### src/core/pss_defs.svh
// Timing constants, rail count and core rail index for the power-state sequencer.
`ifndef PSS_DEFS_SVH
`define PSS_DEFS_SVH
`define PSS_CLK_MHZ 125
`define PSS_SLEEP_HOLD_MS 5
`define PSS_SLEEP_HOLD_CYC (`PSS_SLEEP_HOLD_MS * 1000 * `PSS_CLK_MHZ)
`define PSS_STEP_US 100
`define PSS_STEP_CYC (`PSS_STEP_US * `PSS_CLK_MHZ)
`define PSS_NUM_RAILS 6
`define PSS_CORE_IDX 0
`endif

### src/core/pss_pkg.sv
// Types for the power-state sequencer.
package pss_pkg;
  typedef enum logic [4:0] {
    PSS_OFF = 5'h01,
    PSS_POWERUP = 5'h02,
    PSS_NORMAL = 5'h04,
    PSS_LIGHT = 5'h08,
    PSS_DEEP = 5'h10
  } pss_state_t;
endpackage : pss_pkg

### src/core/pss_step_timer.sv
// Reloadable down-counter that pulses when a programmed interval ends.
`timescale 1ns/1ps
module pss_step_timer #(
  parameter int WIDTH = 24
) (
  // Clock and reset.
  input wire logic clk,
  input wire logic rst_b,
  // Control.
  input wire logic load,
  input wire logic [WIDTH-1:0] loadValue,
  // Status.
  output logic expired
);
  logic [WIDTH-1:0] count_reg;
  logic [WIDTH-1:0] count_next;
  logic running_reg;
  logic running_next;
  logic expired_next;

  always_comb begin
    count_next = count_reg;
    running_next = running_reg;
    expired_next = 1'b0;
    if (load) begin
      count_next = loadValue;
      running_next = 1'b1;
    end else if (running_reg) begin
      if (count_reg == '0) begin
        running_next = 1'b0;
        expired_next = 1'b1;
      end else begin
        count_next = count_reg - 1'b1;
      end
    end
  end

  always_ff @(posedge clk or negedge rst_b) begin
    if (!rst_b) begin
      count_reg <= '0;
      running_reg <= 1'b0;
      expired <= 1'b0;
    end else begin
      count_reg <= count_next;
      running_reg <= running_next;
      expired <= expired_next;
    end
  end
endmodule : pss_step_timer

### src/core/pmic_power_state_sequencer.sv
// Power-state sequencer: power-up, standby states and ordered wake-up of the rails.
`timescale 1ns/1ps
`include "pss_defs.svh"
module pmic_power_state_sequencer #(
  parameter int NUM_RAILS = `PSS_NUM_RAILS,
  parameter int HOLD_CYCLES = `PSS_SLEEP_HOLD_CYC,
  parameter int STEP_CYCLES = `PSS_STEP_CYC
) (
  // Clock and reset.
  input wire logic clk,
  input wire logic rst_b,
  // Supply comparators.
  input wire logic systemSupplyAboveReset,
  input wire logic inputSupplyBelowUvlo,
  // Host power-state pins.
  input wire logic standby,
  input wire logic standbyDepthSelect,
  // Configuration straps.
  input wire logic [NUM_RAILS*3-1:0] railOrder,
  input wire logic [NUM_RAILS*24-1:0] railDelay,
  input wire logic [NUM_RAILS-1:0] deepKeepAlive,
  // Rail controls: bit 0 core, 1 memory, 2 flash io, 3 linear, 4 ext first, 5 ext second.
  output logic [NUM_RAILS-1:0] railEnable,
  output logic [NUM_RAILS-1:0] railSleep,
  output logic [2:0] powerState
);
  localparam logic [23:0] HOLD_LOAD = 24'(HOLD_CYCLES - 1);
  localparam logic [NUM_RAILS-1:0] CORE_ONLY = NUM_RAILS'(1) << `PSS_CORE_IDX;

  pss_pkg::pss_state_t state_reg, state_next;
  logic [2:0] step_reg, step_next;
  logic [NUM_RAILS-1:0] railEnable_next, railSleep_next;
  logic [2:0] powerState_next;
  logic [23:0] hold_reg, hold_next;
  logic timerLoad;
  logic [23:0] timerValue;
  logic stepDone;
  logic [2:0] curRail;
  logic [2:0] loadRail;
  logic wakeMode_reg, wakeMode_next;

  function automatic logic [2:0] orderAt(input logic [2:0] idx,
                                         input logic [NUM_RAILS*3-1:0] ord);
    orderAt = ord[idx*3 +: 3];
  endfunction : orderAt

  assign curRail = orderAt(step_reg, railOrder);
  assign loadRail = orderAt(step_next, railOrder);
  assign timerValue = railDelay[loadRail*24 +: 24];

  pss_step_timer #(.WIDTH(24)) u_timer (
    .clk(clk),
    .rst_b(rst_b),
    .load(timerLoad),
    .loadValue(timerValue),
    .expired(stepDone)
  );

  always_comb begin
    state_next = state_reg;
    step_next = step_reg;
    railEnable_next = railEnable;
    railSleep_next = railSleep;
    hold_next = (hold_reg != 24'h0) ? hold_reg - 24'h1 : hold_reg;
    wakeMode_next = wakeMode_reg;
    timerLoad = 1'b0;
    unique case (state_reg)
      pss_pkg::PSS_OFF: begin
        railEnable_next = '0;
        railSleep_next = '0;
        if (systemSupplyAboveReset && !inputSupplyBelowUvlo) begin
          state_next = pss_pkg::PSS_POWERUP;
          step_next = 3'h0;
          hold_next = HOLD_LOAD;
          wakeMode_next = 1'b0;
          timerLoad = 1'b1;
        end
      end
      pss_pkg::PSS_POWERUP: begin
        if (stepDone) begin
          if (wakeMode_reg) begin
            railSleep_next[curRail] = 1'b0;
          end else begin
            railEnable_next[curRail] = 1'b1;
          end
          if (step_reg == 3'(NUM_RAILS - 1)) begin
            state_next = pss_pkg::PSS_NORMAL;
          end else begin
            step_next = step_reg + 3'h1;
            timerLoad = 1'b1;
          end
        end
      end
      pss_pkg::PSS_NORMAL: begin
        railSleep_next = '0;
        if (!standby && hold_reg == 24'h0) begin
          if (standbyDepthSelect) begin
            state_next = pss_pkg::PSS_LIGHT;
            railSleep_next = CORE_ONLY;
          end else begin
            state_next = pss_pkg::PSS_DEEP;
            railSleep_next = '1;
            railEnable_next = deepKeepAlive;
          end
        end
      end
      pss_pkg::PSS_LIGHT, pss_pkg::PSS_DEEP: begin
        if (standby) begin
          state_next = pss_pkg::PSS_POWERUP;
          step_next = 3'h0;
          wakeMode_next = 1'b1;
          railEnable_next = '1;
          timerLoad = 1'b1;
        end
      end
      default: state_next = pss_pkg::PSS_OFF;
    endcase
    if (inputSupplyBelowUvlo) begin
      state_next = pss_pkg::PSS_OFF;
      railEnable_next = '0;
      railSleep_next = '0;
      timerLoad = 1'b0;
    end
    unique case (state_next)
      pss_pkg::PSS_OFF: powerState_next = 3'h0;
      pss_pkg::PSS_POWERUP: powerState_next = 3'h1;
      pss_pkg::PSS_NORMAL: powerState_next = 3'h2;
      pss_pkg::PSS_LIGHT: powerState_next = 3'h3;
      default: powerState_next = 3'h4;
    endcase
  end

  always_ff @(posedge clk or negedge rst_b) begin
    if (!rst_b) begin
      state_reg <= pss_pkg::PSS_OFF;
      step_reg <= 3'h0;
      hold_reg <= 24'h0;
      wakeMode_reg <= 1'b0;
      railEnable <= '0;
      railSleep <= '0;
      powerState <= 3'h0;
    end else begin
      state_reg <= state_next;
      step_reg <= step_next;
      hold_reg <= hold_next;
      wakeMode_reg <= wakeMode_next;
      railEnable <= railEnable_next;
      railSleep <= railSleep_next;
      powerState <= powerState_next;
    end
  end

  // Checks on the power state and the rail controls.
  a_uvlo_shutdown: assert property (@(posedge clk) disable iff (!rst_b)
    inputSupplyBelowUvlo |=> (railEnable == '0 && powerState == 3'h0))
    else $error("rails not off after lockout");
  a_off_quiet: assert property (@(posedge clk) disable iff (!rst_b)
    (powerState == 3'h0) |-> (railEnable == '0 && railSleep == '0))
    else $error("rail active while off");
  a_powerup_start: assert property (@(posedge clk) disable iff (!rst_b)
    (state_reg == pss_pkg::PSS_OFF && systemSupplyAboveReset && !inputSupplyBelowUvlo)
    |=> powerState == 3'h1)
    else $error("power-up did not start");
  a_hold_reload: assert property (@(posedge clk) disable iff (!rst_b)
    (state_reg == pss_pkg::PSS_OFF && systemSupplyAboveReset && !inputSupplyBelowUvlo)
    |=> hold_reg == HOLD_LOAD)
    else $error("hold interval not started with power-up");
  a_light_core: assert property (@(posedge clk) disable iff (!rst_b)
    (powerState == 3'h3) |-> railSleep == CORE_ONLY)
    else $error("light standby sleeps wrong rails");
  a_light_enables: assert property (@(posedge clk) disable iff (!rst_b)
    (powerState == 3'h3) |-> railEnable == '1)
    else $error("rail off in light standby");
  a_light_entry: assert property (@(posedge clk) disable iff (!rst_b)
    (state_reg == pss_pkg::PSS_NORMAL && !standby && hold_reg == 24'h0 &&
     standbyDepthSelect && !inputSupplyBelowUvlo)
    |=> (powerState == 3'h3 && railSleep == CORE_ONLY))
    else $error("light standby not entered");
  a_deep_all: assert property (@(posedge clk) disable iff (!rst_b)
    (powerState == 3'h4) |-> (railSleep == '1 && railEnable == deepKeepAlive))
    else $error("deep standby rails wrong");
  a_deep_entry: assert property (@(posedge clk) disable iff (!rst_b)
    (state_reg == pss_pkg::PSS_NORMAL && !standby && hold_reg == 24'h0 &&
     !standbyDepthSelect && !inputSupplyBelowUvlo)
    |=> (powerState == 3'h4 && railSleep == '1))
    else $error("deep standby not entered");
  a_normal_awake: assert property (@(posedge clk) disable iff (!rst_b)
    (powerState == 3'h2) |-> railSleep == '0)
    else $error("sleeping rail in normal state");
  a_normal_enabled: assert property (@(posedge clk) disable iff (!rst_b)
    (powerState == 3'h2) |-> railEnable == '1)
    else $error("rail off in normal state");
  a_hold_block: assert property (@(posedge clk) disable iff (!rst_b)
    (hold_reg != 24'h0 && state_reg == pss_pkg::PSS_NORMAL && !inputSupplyBelowUvlo)
    |=> powerState == 3'h2)
    else $error("standby honoured during hold");
  a_powerup_stay: assert property (@(posedge clk) disable iff (!rst_b)
    (state_reg == pss_pkg::PSS_POWERUP && !stepDone && !inputSupplyBelowUvlo)
    |=> powerState == 3'h1)
    else $error("sequencing left early");
  a_wake_exit: assert property (@(posedge clk) disable iff (!rst_b)
    ((powerState == 3'h3 || powerState == 3'h4) && standby && !inputSupplyBelowUvlo)
    |=> (powerState == 3'h1 && railEnable == '1))
    else $error("wake-up did not begin");
  a_wake_order: assert property (@(posedge clk) disable iff (!rst_b)
    (state_reg == pss_pkg::PSS_POWERUP && stepDone && wakeMode_reg &&
     !inputSupplyBelowUvlo) |=> !railSleep[$past(curRail)])
    else $error("rail not woken at its step");
  a_step_order: assert property (@(posedge clk) disable iff (!rst_b)
    (state_reg == pss_pkg::PSS_POWERUP && stepDone && !wakeMode_reg &&
     !inputSupplyBelowUvlo) |=> railEnable[$past(curRail)])
    else $error("rail not enabled at its step");
  a_step_single: assert property (@(posedge clk) disable iff (!rst_b)
    (state_reg == pss_pkg::PSS_POWERUP && !inputSupplyBelowUvlo)
    |=> $countones(railEnable ^ $past(railEnable)) <= 1)
    else $error("more than one rail enabled in a step");
endmodule : pmic_power_state_sequencer

### config.mk
export PLATFORM = sky130hd
export DESIGN_NAME = pmic_power_state_sequencer
export DESIGN_NICKNAME = d
export VERILOG_FILES = /design/src/core/pss_pkg.sv /design/src/core/pss_step_timer.sv /design/src/core/pmic_power_state_sequencer.sv
export VERILOG_INCLUDE_DIRS = /design/src /design/src/core
export SDC_FILE = /design/constraint.sdc
export NUM_CORES = 1
export LEC_CHECK = 0
export BUFFER_PORTS_ARGS = -buffer_cell sky130_fd_sc_hd__buf_4
export CORE_MARGIN = 10
export CORE_UTILIZATION = 35
export CTS_BUF_LIST = sky130_fd_sc_hd__clkbuf_8
export DETAILED_ROUTE_END_ITERATION = 8
export PLACE_DENSITY = 0.69
export SYNTH_ARGS = -nofsm -noshare
export SYNTH_HDL_FRONTEND = slang
export SYNTH_SLANG_ARGS = --single-unit
### constraint.sdc
create_clock -name clk -period 4.2 [get_ports clk]
set_clock_uncertainty 0.15 [all_clocks]
set_input_delay 1.05 -clock clk [delete_from_list [all_inputs] [get_ports clk]]
set_output_delay 1.05 -clock clk [all_outputs]
set_load 0.1 [all_outputs]
==> metrics.csv <==
metric,value,unit
Worst Path Arrival,4.02,ns
core area,15200,µm²
RePlAce Congestion,0.8654,
Rows,45,
max-slew violation count,0,
Clock Latency Late Sink,0.35,ns
yosys warns,0,
Crit Path Class,in2reg,
Final Hold Violating Endpoints,0,
Max Cap Violations,0,
Yosys top cell by area,dfrtp_1,
Die ar.,20840,µm²
syn nets,764,
Tcrit/Tclk final,93.51,%
# resized after CTS,0,
fillcell total,1450,
antenna violations before repair,0,
top-count cell post-synth,dfrtp_1,
grt ovf,0,
Max Root-Sink Buffers,2,
DP HPWL,13.92,mm
via density per instance,5.353,
Synth Flop Type,dfrtp_1,
clk sinks,74,
vias in the first global route,5543,
"Seq/Total Area, Yosys",34.24,%
Post-Synthesis Cells,586,
Worst slew margin,22.69,%
Worst EP required,4.29,ns
root buf cell,clkbuf_8,
ranking of synthesized cells by area,"dfrtp_1, mux2i_1, mux2_2, xnor2_1, nor2_1",
post-DR wirelength/cell,17.91,µm
final wirelength,17.46,mm
PwrDens,308.4,nW/µm²
Final Setup Violations,0,
CP max FO,17,
Post-Syn Area,5411,µm²
Worst-path clk slew,0.08,ns
Post CTS Setup Buffer Count,0,
layout cells sized above 1,34.31,%
htree depth,3,
Final WS setup,0.2724,ns
# diodes,0,
Synth async-reset ratio,100.0,%
IO buf count,188,
vias,5219,
# nets final,960,
DRT Pass-1 Iters,4,
Post-CTS Hold Buffers,0,
Max Clock Freq,254.6,MHz
synth cell count leaders,"dfrtp_1, mux2i_1, nor2_1, nand2_1, a21oi_1",
post-detailed-route count of antenna-violating nets,0,
initial cell density of the core,35.60,%
startpoint type of the worst setup path,input port,
largest net degree at the start of global routing,75,
Die Y,144.3,µm
clock tree from TritonCTS,yes,
Worst VDD drop,0.1806,mV
LEAKAGE,3.423,nW
die width,144.3,µm
fin crit period,3.928,ns
Num CTS Buffers,9,
status,finished clean,
total power,2.269,mW
placed insts,959,
# DRC,0,
Syn Area/Cell,9.235,µm²
Hold Crit Class,reg2reg,
"Distinct cells, synth",62,
CP endpoint kind,flip-flop,
fin cells,975,
Tightest Pin Transition,1.153,ns
Hold Slack,0.3548,ns
RSZ-0062 raised after global routing,false,
"EDFF count, synth",0,
gr usage total,16.74,%
first-pass GRT wire length,27.72,mm
DP Worst Slack,-0.08472,ns
synthesized flop and latch total,74,
Ports,189,
share of the synthesized area in the top cell type,33.76,%
synth-to-layout area growth,35.93,%
initial DRC count,283,
[worst max-delay path, stage by stage]
cell and delay, ns:
buf_4 0.11, nor2b_1 0.21, nor3_2 0.08, or4_4 0.52, o21a_1 0.25, mux4_2 0.48
mux2i_4 0.35, buf_4 0.38, mux2i_1 0.23, nor3_1 0.06, a221o_1 0.27
[area by class of cell]
| type | instances | area [µm²] | area share [%] |
|---|---|---|---|
| multi-input combinational | 463 | 3338 | 45.38 |
| sequential | 74 | 1853 | 25.19 |
| timing repair buffer | 215 | 1639 | 22.28 |
| tap | 188 | 235.2 | 3.198 |
| clock buffer | 10 | 137.6 | 1.871 |
| clock inverter | 6 | 81.33 | 1.106 |
| inverter | 19 | 71.32 | 0.9696 |
[placed cells by master, fill, tap and decap left out, types with 3 or more instances in the layout]
| master | n |
|---|---|
| nand3_1 | 13 |
| a2bb2oi_1 | 11 |
| or4_1 | 3 |
| nor3_1 | 22 |
| o22ai_1 | 4 |
| a31oi_1 | 5 |
| a21oi_1 | 28 |
| nand2b_1 | 5 |
| or2_2 | 3 |
| o22a_1 | 6 |
| mux4_2 | 7 |
| o211ai_1 | 5 |
| a22oi_1 | 7 |
| o2bb2ai_1 | 9 |
| nand2_1 | 42 |
| a22o_1 | 6 |
| and3_1 | 8 |
| xnor2_1 | 22 |
| nor4_1 | 14 |
| nor3_2 | 3 |
| buf_4 | 213 |
| inv_1 | 19 |
| a221o_1 | 6 |
| o21ai_0 | 24 |
| a21o_1 | 3 |
| clkbuf_8 | 10 |
| xor2_1 | 14 |
| o21ai_1 | 8 |
| nor2b_1 | 8 |
| nand4_1 | 3 |
| a211o_1 | 3 |
| mux2i_1 | 56 |
| nor2_1 | 45 |
| ha_1 | 4 |
| mux2_2 | 21 |
| dfrtp_1 | 73 |
| or3_1 | 17 |
[per-layer routing]
metal | vias to the layer above | part of all wire (%) | global-route usage [%]
li1 | 2587 | - | -
met1 | 2402 | 41 | 18.99
met2 | 202 | 47 | 28.34
met3 | 28 | 9.7 | 6.920
met4 | 0 | 1.8 | 4.521
met5 | - | 0 | 0
[report_power, final]
group	leakage (nW)	internal, mW	switching (mW)	total (mW)
logic	2.39	0.377	0.312	0.688
clock network	0.113	0.347	0.267	0.614
registers	0.924	0.840	0.127	0.967
[worst paths after layout]
path	startpoint	endpoint	slack (ns)	depth (start not counted)
min in group asynchronous	rst_b	railEnable[3]$_DFFE_PN0P_	0.66	1
worst min register to register	u_timer.running_reg$_DFF_PN0_	u_timer.expired$_DFF_PN0_	0.35	2
worst max register to register	step_reg[0]$_DFF_PN0_	u_timer.count_reg[17]$_DFFE_PN0P_	0.37	11
max in group asynchronous	rst_b	u_timer.running_reg$_DFF_PN0_	2.59	1
worst min-delay path	u_timer.running_reg$_DFF_PN0_	u_timer.expired$_DFF_PN0_	0.35	2
worst max-delay path	inputSupplyBelowUvlo	u_timer.count_reg[17]$_DFFE_PN0P_	0.27	11
[metrics by stage]
step                area, µm²  utilization [%]  setup TNS, ns
floorplan                5411                -              0
global placement         7137            46.95       -0.04112
detailed placement       7137            46.95        -0.7859
CTS                      7356            48.39              0
global route             7356            48.39              0
finish                   7356            48.39              0
[cells by family after synthesis]
kind of cell             synth area share, %
flip-flops                             34.24
multiplexers                           18.24
adder cells (fa/ha/maj)               0.9249
AO/OA/AOI/OAI                          18.06
buffers and inverters                  4.485
AND/OR/NAND/NOR                        18.22
XOR/XNOR                               5.827
No activity file was read; power rests on OpenSTA's default activity.
